**src/design/port_pkg.sv**
```systemverilog
`default_nettype none
package port_pkg;
  localparam int          PIN_COUNT         = 6;
  localparam int          ADDR_WIDTH        = 8;
  localparam int          DATA_WIDTH        = 32;
  localparam int          SYNC_STAGES       = 2;
  localparam int          INT_PIN_INDEX     = 2;
  localparam logic [7:0]  OFF_PIN_INPUT     = 8'h00;
  localparam logic [7:0]  OFF_DIRECTION     = 8'h04;
  localparam logic [7:0]  OFF_OUTPUT_VALUE  = 8'h08;
  localparam logic [7:0]  OFF_MCU_CONTROL   = 8'h0C;
  localparam logic [7:0]  OFF_INT_FLAG      = 8'h10;
  localparam int          PUD_BIT           = 6;
  localparam int          SENSE_LSB         = 0;
  localparam int          SENSE_MSB         = 1;
  localparam logic [7:0]  MCU_CONTROL_RESET = 8'h00;
  localparam logic [5:0]  DIRECTION_RESET   = 6'h00;
  localparam logic [5:0]  OUTPUT_RESET      = 6'h00;

  typedef enum logic [1:0] {
    SENSE_LOW,
    SENSE_CHANGE,
    SENSE_FALL,
    SENSE_RISE
  } sense_t;
endpackage
`default_nettype wire

```
**src/design/reg_access_if.sv**
```systemverilog
`default_nettype none
interface reg_access_if;
  import port_pkg::*;
  logic                  wr;
  logic [ADDR_WIDTH-1:0] addr;
  logic [DATA_WIDTH-1:0] wdata;
  logic [DATA_WIDTH-1:0] rdata;
  logic                  hit;

  modport bus  (output wr, output addr, output wdata, input rdata, input hit);
  modport core (input wr, input addr, input wdata, output rdata, output hit);
endinterface
`default_nettype wire

```
**src/design/port_apb_slave.sv**
```systemverilog
`default_nettype none
module port_apb_slave
  import port_pkg::*;
(
  input  wire logic                  clk,
  input  wire logic                  resetn,
  input  wire logic                  psel,
  input  wire logic                  penable,
  input  wire logic                  pwrite,
  input  wire logic [ADDR_WIDTH-1:0] paddr,
  input  wire logic [DATA_WIDTH-1:0] pwdata,
  output var  logic [DATA_WIDTH-1:0] prdata,
  output var  logic                  pready,
  output var  logic                  pslverr,
  reg_access_if.bus                  acc
);
  logic setup;

  assign setup     = psel && !penable;
  assign acc.addr  = paddr;
  assign acc.wdata = pwdata;
  // A write lands only on the edge that completes the access phase.
  assign acc.wr    = psel && penable && pready && pwrite && acc.hit;

  // The answer is prepared in the setup cycle so every bus output is a flop.
  always_ff @(posedge clk) begin
    if (!resetn) begin
      prdata  <= '0;
      pready  <= 1'b0;
      pslverr <= 1'b0;
    end else if (setup) begin
      prdata  <= (pwrite || !acc.hit) ? '0 : acc.rdata;
      pready  <= 1'b1;
      pslverr <= !acc.hit;
    end else if (pready) begin
      prdata  <= '0;
      pready  <= 1'b0;
      pslverr <= 1'b0;
    end
  end
endmodule
`default_nettype wire

```
**src/design/port_sync.sv**
```systemverilog
`default_nettype none
module port_sync #(
  parameter int WIDTH = 1
) (
  input  wire logic             clk,
  input  wire logic             resetn,
  input  wire logic [WIDTH-1:0] async_in,
  output var  logic [WIDTH-1:0] sync_out
);
  logic [WIDTH-1:0] stage1;

  always_ff @(posedge clk) begin
    if (!resetn) begin
      stage1   <= '0;
      sync_out <= '0;
    end else begin
      stage1   <= async_in;
      sync_out <= stage1;
    end
  end
endmodule
`default_nettype wire

```
**src/design/port_pin_control.sv**
```systemverilog
`default_nettype none
module port_pin_control
  import port_pkg::*;
#(
  parameter int N = PIN_COUNT
) (
  input  wire logic                  CLK_SYS,
  input  wire logic                  RESETN,
  input  wire logic                  PSEL,
  input  wire logic                  PENABLE,
  input  wire logic                  PWRITE,
  input  wire logic [ADDR_WIDTH-1:0] PADDR,
  input  wire logic [DATA_WIDTH-1:0] PWDATA,
  output var  logic [DATA_WIDTH-1:0] PRDATA,
  output var  logic                  PREADY,
  output var  logic                  PSLVERR,
  input  wire logic [N-1:0]          PIN_IN,
  output var  logic [N-1:0]          PIN_OUT,
  output var  logic [N-1:0]          PIN_OE,
  output var  logic [N-1:0]          PIN_PULLUP,
  input  wire logic [N-1:0]          PULLUP_OVERRIDE_ENABLE,
  input  wire logic [N-1:0]          PULLUP_OVERRIDE_VALUE,
  input  wire logic [N-1:0]          DIRECTION_OVERRIDE_ENABLE,
  input  wire logic [N-1:0]          DIRECTION_OVERRIDE_VALUE,
  input  wire logic [N-1:0]          VALUE_OVERRIDE_ENABLE,
  input  wire logic [N-1:0]          VALUE_OVERRIDE_VALUE,
  input  wire logic [N-1:0]          TOGGLE_OVERRIDE_ENABLE,
  input  wire logic [N-1:0]          INPUT_ENABLE_OVERRIDE_ENABLE,
  input  wire logic [N-1:0]          INPUT_ENABLE_OVERRIDE_VALUE,
  input  wire logic [N-1:0]          EXT_INT_ENABLE,
  input  wire logic                  SLEEP_DEEP,
  output var  logic [N-1:0]          ALTERNATE_DIGITAL_INPUT,
  output var  logic                  INPUT_CLAMP_REQUEST,
  output var  logic                  EXT_INT_FLAG
);
  reg_access_if acc ();

  logic [N-1:0] direction_register;
  logic [N-1:0] output_value_register;
  logic [7:0]   mcu_control;
  logic [N-1:0] pin_sync;
  logic [N-1:0] input_enable;
  logic [N-1:0] gated_in;
  logic [N-1:0] next_oe;
  logic [N-1:0] next_level;
  logic [N-1:0] next_pullup;
  logic [N-1:0] next_value;
  logic [N-1:0] wr_mask;
  logic         pullup_disable;
  logic         wr_pin;
  logic         wr_dir;
  logic         wr_value;
  logic         wr_mcu;
  logic         wr_flag;
  logic         int_prev;
  logic         int_event;
  logic         flag_set;
  logic [SYNC_STAGES:0] sync_fill;
  sense_t       sense;

  port_apb_slave u_apb (
    .clk     (CLK_SYS),
    .resetn  (RESETN),
    .psel    (PSEL),
    .penable (PENABLE),
    .pwrite  (PWRITE),
    .paddr   (PADDR),
    .pwdata  (PWDATA),
    .prdata  (PRDATA),
    .pready  (PREADY),
    .pslverr (PSLVERR),
    .acc     (acc)
  );

  assign wr_pin         = acc.wr && (acc.addr == OFF_PIN_INPUT);
  assign wr_dir         = acc.wr && (acc.addr == OFF_DIRECTION);
  assign wr_value       = acc.wr && (acc.addr == OFF_OUTPUT_VALUE);
  assign wr_mcu         = acc.wr && (acc.addr == OFF_MCU_CONTROL);
  assign wr_flag        = acc.wr && (acc.addr == OFF_INT_FLAG);
  assign wr_mask        = acc.wdata[N-1:0];
  assign pullup_disable = mcu_control[PUD_BIT];
  assign sense          = sense_t'(mcu_control[SENSE_MSB:SENSE_LSB]);

  always_comb begin
    acc.hit   = 1'b1;
    acc.rdata = '0;
    unique case (acc.addr)
      OFF_PIN_INPUT:    acc.rdata[N-1:0] = pin_sync;
      OFF_DIRECTION:    acc.rdata[N-1:0] = direction_register;
      OFF_OUTPUT_VALUE: acc.rdata[N-1:0] = output_value_register;
      OFF_MCU_CONTROL:  acc.rdata[7:0]   = mcu_control;
      OFF_INT_FLAG:     acc.rdata[0]     = EXT_INT_FLAG;
      default:          acc.hit          = 1'b0;
    endcase
  end

  always_ff @(posedge CLK_SYS) begin
    if (!RESETN) begin
      direction_register <= DIRECTION_RESET;
    end else if (wr_dir) begin
      direction_register <= wr_mask;
    end
  end

  always_ff @(posedge CLK_SYS) begin
    if (!RESETN) begin
      mcu_control <= MCU_CONTROL_RESET;
    end else if (wr_mcu) begin
      mcu_control <= acc.wdata[7:0];
    end
  end

  // A plain write or a software toggle, and an alternate-function toggle, in one
  // cycle both apply: the alternate-function toggle inverts whatever the access would store.
  always_comb begin
    next_value = wr_value ? wr_mask : output_value_register;
    if (wr_pin) begin
      next_value = next_value ^ wr_mask;
    end
    next_value = next_value ^ TOGGLE_OVERRIDE_ENABLE;
  end

  always_ff @(posedge CLK_SYS) begin
    if (!RESETN) begin
      output_value_register <= OUTPUT_RESET;
    end else begin
      output_value_register <= next_value;
    end
  end

  always_comb begin
    next_oe     = (DIRECTION_OVERRIDE_ENABLE & DIRECTION_OVERRIDE_VALUE)
                | (~DIRECTION_OVERRIDE_ENABLE & direction_register);
    next_level  = (VALUE_OVERRIDE_ENABLE & VALUE_OVERRIDE_VALUE)
                | (~VALUE_OVERRIDE_ENABLE & output_value_register);
    next_pullup = (PULLUP_OVERRIDE_ENABLE & PULLUP_OVERRIDE_VALUE)
                | (~PULLUP_OVERRIDE_ENABLE & ~direction_register & output_value_register
                   & {N{~pullup_disable}});
  end

  // The pad drivers clear without a clock edge so pins float and pull-ups
  // stay off for as long as reset is low, even with the clock stopped.
  always_ff @(posedge CLK_SYS or negedge RESETN) begin
    if (!RESETN) begin
      PIN_OE     <= '0;
      PIN_OUT    <= '0;
      PIN_PULLUP <= '0;
    end else begin
      PIN_OE     <= next_oe;
      PIN_OUT    <= next_level;
      PIN_PULLUP <= next_pullup;
    end
  end

  always_ff @(posedge CLK_SYS) begin
    if (!RESETN) begin
      INPUT_CLAMP_REQUEST <= 1'b0;
    end else begin
      INPUT_CLAMP_REQUEST <= SLEEP_DEEP;
    end
  end

  // The clamp grounds the input ahead of the buffer, so floating pins draw
  // no current in deep sleep; interrupt pins must keep seeing the pad.
  assign input_enable = (INPUT_ENABLE_OVERRIDE_ENABLE & INPUT_ENABLE_OVERRIDE_VALUE)
                      | (~INPUT_ENABLE_OVERRIDE_ENABLE
                         & ~({N{INPUT_CLAMP_REQUEST}} & ~EXT_INT_ENABLE));
  assign gated_in     = PIN_IN & input_enable;

  // One flop only: consumers that are not clock sources resynchronise it.
  always_ff @(posedge CLK_SYS) begin
    if (!RESETN) begin
      ALTERNATE_DIGITAL_INPUT <= '0;
    end else begin
      ALTERNATE_DIGITAL_INPUT <= gated_in;
    end
  end

  port_sync #(.WIDTH(N)) u_sync (
    .clk      (CLK_SYS),
    .resetn   (RESETN),
    .async_in (gated_in),
    .sync_out (pin_sync)
  );

  // The clamp pulls a high pin low in sleep, so the release on wake is seen
  // as a rising edge and sets the flag even with the interrupt disabled.
  always_comb begin
    unique case (sense)
      SENSE_LOW:    int_event = !pin_sync[INT_PIN_INDEX];
      SENSE_CHANGE: int_event = pin_sync[INT_PIN_INDEX] != int_prev;
      SENSE_FALL:   int_event = int_prev && !pin_sync[INT_PIN_INDEX];
      SENSE_RISE:   int_event = !int_prev && pin_sync[INT_PIN_INDEX];
    endcase
  end

  always_ff @(posedge CLK_SYS) begin
    if (!RESETN) begin
      int_prev <= 1'b0;
    end else begin
      int_prev <= pin_sync[INT_PIN_INDEX];
    end
  end

  // The synchroniser reads zero until it has filled after reset, and the
  // edge detector needs one more cycle, so events wait until both are real.
  always_ff @(posedge CLK_SYS) begin
    if (!RESETN) begin
      sync_fill <= '0;
    end else begin
      sync_fill <= {sync_fill[SYNC_STAGES-1:0], 1'b1};
    end
  end

  assign flag_set = int_event && sync_fill[SYNC_STAGES];

  // A new event in the clearing cycle wins over the write-one clear.
  always_ff @(posedge CLK_SYS) begin
    if (!RESETN) begin
      EXT_INT_FLAG <= 1'b0;
    end else if (flag_set) begin
      EXT_INT_FLAG <= 1'b1;
    end else if (wr_flag && acc.wdata[0]) begin
      EXT_INT_FLAG <= 1'b0;
    end
  end
endmodule
`default_nettype wire

```
**config.mk**
```make
export PLATFORM = sky130hd
export DESIGN_NAME = port_pin_control
export DESIGN_NICKNAME = d
export VERILOG_FILES = /design/src/design/port_pkg.sv /design/src/design/reg_access_if.sv /design/src/design/port_apb_slave.sv /design/src/design/port_sync.sv /design/src/design/port_pin_control.sv
export SDC_FILE = /design/constraint.sdc
export NUM_CORES = 1
export LEC_CHECK = 0
export BUFFER_PORTS_ARGS = -buffer_cell sky130_fd_sc_hd__buf_2
export CORE_MARGIN = 2
export CORE_UTILIZATION = 40
export CTS_CLUSTER_DIAMETER = 150
export DETAILED_ROUTE_END_ITERATION = 10
export PLACE_DENSITY = 0.73
export SYNTH_ARGS = -nofsm -noshare
export SYNTH_HDL_FRONTEND = slang
export SYNTH_SLANG_ARGS = --single-unit
```
**constraint.sdc**
```tcl
create_clock -name CLK_SYS -period 1.68 [get_ports CLK_SYS]
set_input_delay 0.336 -clock CLK_SYS [delete_from_list [all_inputs] [get_ports CLK_SYS]]
set_output_delay 0.336 -clock CLK_SYS [all_outputs]
set_load 0.01 [all_outputs]
```
# Yosys cells after proc, flatten, opt, wreduce, memory -nomap -nowiden
# Index checks and enable logic that the tools add are counted.
# totals
reg_bits,90
# op_classes
eq_ne,8
muxes,16
n_bitwise,26
reduce_logical,24
# ops
op,count
bitwise AND 6 bit,12
2-to-1 mux 32 bit,2
NOT 6 bit,7
bitwise OR 6 bit,4
one-hot mux 5 bit (4 select lines),1
"== test 8 x 4 -> 1 bit, second input constant",2
logical AND 1 bit,14
2-to-1 mux 6 bit,2
XOR 6 bit,2
"== test 8 x 3 -> 1 bit, second input constant",1
"== test 8 x 5 -> 1 bit, second input constant",1
logical NOT 8 bit,1
2-to-1 mux 8 bit,1
2-to-1 mux 1 bit,7
one-hot mux 1 bit (5 select lines),1
OR reduction 5 bit,1
"== test 2 bit, second input constant",2
logical NOT 1 bit,4
one-hot mux 1 bit (4 select lines),1
nonzero test 2 bit,2
"== test 2 x 1 -> 1 bit, second input constant",1
logical NOT 2 bit,1
2-to-1 mux 2 bit,1
logical OR 1 bit,1
2 further kinds,2

# Logic depth before layout (Yosys ltp)
# logic_depth
word_depth,9
mapped_depth,6
depth_no_buf,6

# Hierarchy
# From an unflattened synthesis, not the netlist that was laid out.
# hier_totals
cells_unflattened,392
hier_area_um2,4241.6
# modules_own_cells
mod,instances,cells_per_inst,area_each_um2,seq_area_each_um2
port_pin_control,1,246,2463.6,1091.0
port_apb_slave,1,121,1441.4,680.7
port_sync,1,25,336.6,240.2

# Least setup slack after synthesis
# OpenSTA, ideal clock, no wires.
# synth_timing
path_kind,flip-flop to flip-flop
startpoint,register u_apb.pready
endpoint,register direction_register[5]
setup_ns,0.132
arrival_time_ns,1.457
required_time_ns,1.548
setup_slack_ns,0.091
stages_incl_launch_ff,7
synth_period_minus_slack_ns,1.589
cell_sequence,dfxtp_1 > and4_1 > clkbuf_1 > buf_2 > nand4_2 > mux2i_1 > nor2_1
# synth_via
elab_chain_len,4
# synth_lines
element,line_no,source
from (decl),port_apb_slave.sv:13,"output var logic pready,"
from (signal assigned),port_apb_slave.sv:29,pready <= 1'b0;
from (signal assigned),port_apb_slave.sv:33,pready <= 1'b1;
from (signal assigned),port_apb_slave.sv:37,pready <= 1'b0;
logical AND 1 bit (3 in a row),port_apb_slave.sv:23,assign acc.wr = psel && penable && pready && pwrite && acc.hit;
logical AND 1 bit,port_pin_control.sv:76,assign wr_dir = acc.wr && (acc.addr == OFF_DIRECTION);
to (signal assigned),port_pin_control.sv:101,direction_register <= wr_mask;
to (decl),port_pin_control.sv:38,logic [N-1:0] direction_register;
# Every way passes these cells.
# A chain may end at the register's enable or synchronous reset.

# Worst setup path after layout
# layout_timing
startpoint,register u_sync.sync_out[2]
endpoint,register EXT_INT_FLAG
# layout_via
elab_chain_len,5
word_cells_on_any_way,8
cone_classes,eq/ne (1); mux (2); reduce/logical (5)
# layout_lines
element,line_no,source
from (decl),port_sync.sv:8,output var logic [WIDTH-1:0] sync_out
from (signal assigned),port_sync.sv:18,sync_out <= stage1;
logical NOT 1 bit,"port_pin_control.sv:190, port_pin_control.sv:192",
logical AND 1 bit,port_pin_control.sv:192,SENSE_FALL: int_event = int_prev && !pin_sync[INT_PIN_INDEX];
one-hot mux 1 bit (4 select lines) (*),port_pin_control.sv:189,unique case (sense)
logical AND 1 bit (*),port_pin_control.sv:215,assign flag_set = int_event && sync_fill[SYNC_STAGES];
2-to-1 mux 1 bit or nonzero test 2 bit (tied branches),--,
to (signal assigned),port_pin_control.sv:220,EXT_INT_FLAG <= 1'b0;
to (signal assigned),port_pin_control.sv:222,EXT_INT_FLAG <= 1'b1;
to (signal assigned),port_pin_control.sv:224,EXT_INT_FLAG <= 1'b0;
to (decl),port_pin_control.sv:34,output var logic EXT_INT_FLAG
# Every way passes the cells marked *; elsewhere a longest branch is shown, timed or not.

==> impl_metrics.tcl <==
set metrics [dict create \
    totalNegativeSetupSlack_ns 0 \
    ir_worst_vdd_mv 0.3735 \
    status "complete, no violations" \
    hpwl_mm 5.977 \
    synth_edf_count 0 \
    slowest_delay_ns 0.44 \
    firstDrtPassIters 6 \
    ctsLongestPathBuffers 2 \
    dieArea_sq_um 8746 \
    cts_tree "built" \
    start_util_pct 41.48 \
    finalMaxSlewViolations 0 \
    comb_power_share_pct 12.9 \
    vias 2881 \
    fin_util_pct 54.57 \
    drcViolationCount 0 \
    crit_path_end_kind "register" \
    cp.arrival_ns 1.77 \
    avgRoutedWirePerCell_um 13.71 \
    ys.warnings.count 0 \
    max_slew_margin_pct 63.46 \
    grt_pass1_wl_mm 12.61 \
    viasPerCell 4.950 \
    rows 32 \
    synth_area_leader_cell "dfxtp_1" \
    clk_latency_ns 0.35 \
    critical-path-slowest-cell "mux4_2" \
    worstMarginPinSlew_ns 0.5451 \
    critPathRequiredTime_ns 1.92 \
    crit_family "multiplexers" \
    p_seq_share_pct 45.0 \
    maxCapViolCount 0 \
    met2_length_mm 3.763 \
    gr-usage-all-layers_pct 18.85 \
    topRoutingLayerUsed "met4" \
    crit_type "reg2reg" \
    worstPathBufferInverterCount 2 \
    netlist.area_leader.share_pct 29.98 \
    hold_path.class "in2reg" \
    fin_nets 589 \
    synth-compound-area-share_pct 15.73 \
    p_sw_uw 900.2 \
    ys_seq_area_share_pct 44.03 \
    synthSimpleGateAreaFrac_pct 14.79 \
    n_antenna_cell 0 \
    avgSynthCellArea_sq_um 9.626 \
    grt_pass1_vias 2661 \
    grt_antenna_before_repair 0 \
    area_delta_synth_final_pct 31.54 \
    die_y_um 93.52 \
    wl_met1_mm 3.401 \
    layout_commonest_cell "buf_2" \
    postCtsSetupBuffers 0 \
    switching_share_pct 24.33 \
    io_buffers 123 \
    finalCritPeriodShare_pct 91.00 \
    rsz0062_at_grt "no" \
    fp.dieW_um 93.52 \
    synth_cells 333 \
    seq_area_sq_um 1413 \
    routed_wl_mm 7.978 \
    startpoint_type "register" \
    clock_skew_ns 0.01196 \
    cts.sinks 66 \
    synth.area.mux_share_pct 11.32 \
    synth-seq-cells 66 \
    htree_levels 3 \
    crit_chain "inv_1 > ha_1 > inv_1 > mux4_2 > a22oi_1 > nor2_1" \
    path_max_fanout 3 \
    clkPwrFrac_pct 42.1 \
    synth_top_family_by_area "compound AO/OA/AOI/OAI gates" \
    cpMostUsedCell "inv_1" \
    grt_max_degree 23 \
    cts_made_buffers 9 \
    p_per_area_nw_per_um2 877.6 \
    ant_nets 0 \
    hold_viol 0 \
    holdWs_ns 0.1675 \
    timing.final.crit_period_ns 1.529 \
    layout_common_cells "buf_2 (123), dfxtp_1 (47), nand2_1 (37), a21oi_1 (24), conb_1 (24)" \
    cts_root_buffer "clkbuf_8" \
    overflow 0 \
    multi_input_area_sq_um 1567 \
    synth_area_leaders "dfxtp_1 (30%), dfrtp_1 (14%), buf_4 (5.6%), mux2i_1 (5.0%), nand2_1 (4.3%)" \
    synth_xor_area_share_pct 3.279 \
    core-area_sq_um 7727 \
    p_leak_nw 2.095 \
    internal-power_mw 2.800 \
    fillers 688 \
    wl_met3_um 686 \
    synth.distinct_cells 42 \
    detail_route.iter0.violations 187 \
    max_freq_mhz 654.1 \
    gp_congestion 0.8631 \
    synthAdderAreaFrac_pct 0.7806 \
    async_flop_share_pct 27.27 \
    drive_above_1_share_pct 37.50 \
    clkTransAtPathRegs_ns 0.08 \
    yosys_most_used_dff "dfxtp_1" \
    power_mw 3.700 \
    setup_viol 0 \
    synth_area_sq_um 3206 \
    pin_count 172 \
]
## power by group through the flow
stage	Clock [mW]	Sequential, mW	Combinational, mW
after floorplan	0	1.72	0.257
after global placement	0	1.70	0.459
after detailed placement	0	1.70	0.473
after CTS	1.60	1.66	0.479
after global routing	1.68	1.67	0.533
final	1.56	1.66	0.478
## layer usage
metal  vias up  GRT usage [%]
li1       1406              -
met4         0          7.721
met1      1342          24.16
met3        12          6.446
met2       121          29.02
met5         -              0
## kinds of logic after synthesis
group,Yosys count
buffers and inverters,58
AND/OR/NAND/NOR,92
AO/OA/AOI/OAI,74
other,1
multiplexers,28
flip-flops,66
adder cells (fa/ha/maj),2
XOR/XNOR,12
## timing repair
item / 4_1_cts / 5_1_grt
endpoints found under the hold margin: 12 / 0
endpoints found under the setup margin: 0 / 2
resized for setup: 0 / 2
hold buffers: 1 / 0
## cells in the mapped netlist, types with 7 or more instances
| library cell | count |
|---|---|
| a21oi_1 | 24 |
| and2_1 | 9 |
| buf_4 | 24 |
| clkbuf_1 | 7 |
| dfrtp_1 | 18 |
| dfxtp_1 | 48 |
| inv_1 | 23 |
| mux2i_1 | 16 |
| nand2_1 | 37 |
| nand3b_1 | 7 |
| nor2_1 | 23 |
| o21ai_0 | 20 |
## flip-flops by register name, summed over array words and instances (netlist names), 3 cells and up
register / cells
u_sync.sync_out: 6
u_sync.stage1: 6
mcu_control: 8
sync_fill: 3
PIN_PULLUP: 6
u_apb.prdata: 8
output_value_register: 6
PIN_OUT: 6
direction_register: 6
PIN_OE: 6
## stage by stage
stage | area (sq um) | std cells | worst slack (ns)
after floorplan | 3292 | 356 | 0.09073
after CTS | 4210 | 582 | 0.06262
after global routing | 4217 | 582 | 0.05594
after global placement | 3958 | 565 | -0.03391
final | 4217 | 582 | 0.1512
after detailed placement | 3958 | 565 | -0.06998
## area by class of cell
| cell class | count | area share, % |
|---|---|---|
| flip-flops and latches | 66 | 33.50 |
| clock buffers | 14 | 4.866 |
| repair buffers | 143 | 18.52 |
| inverters | 23 | 2.047 |
| clock inverters | 2 | 0.8902 |
| multi-input cells | 232 | 37.15 |
| well taps | 102 | 3.027 |
## final timing paths
kind | slack, ns | cells after the start | end | from
min reg2reg | 0.44 | 1 | sync_fill[2] | sync_fill[1]
min in group asynchronous | 0.52 | 3 | PIN_PULLUP[5] | RESETN
max | 0.15 | 6 | EXT_INT_FLAG | u_sync.sync_out[2]
max in group asynchronous | 0.93 | 3 | PIN_OUT[4] | RESETN
min | 0.17 | 2 | PIN_PULLUP[0] | PULLUP_OVERRIDE_ENABLE[0]
max reg2reg | 0.15 | 6 | EXT_INT_FLAG | u_sync.sync_out[2]
(Power assumes the default switching activity.)
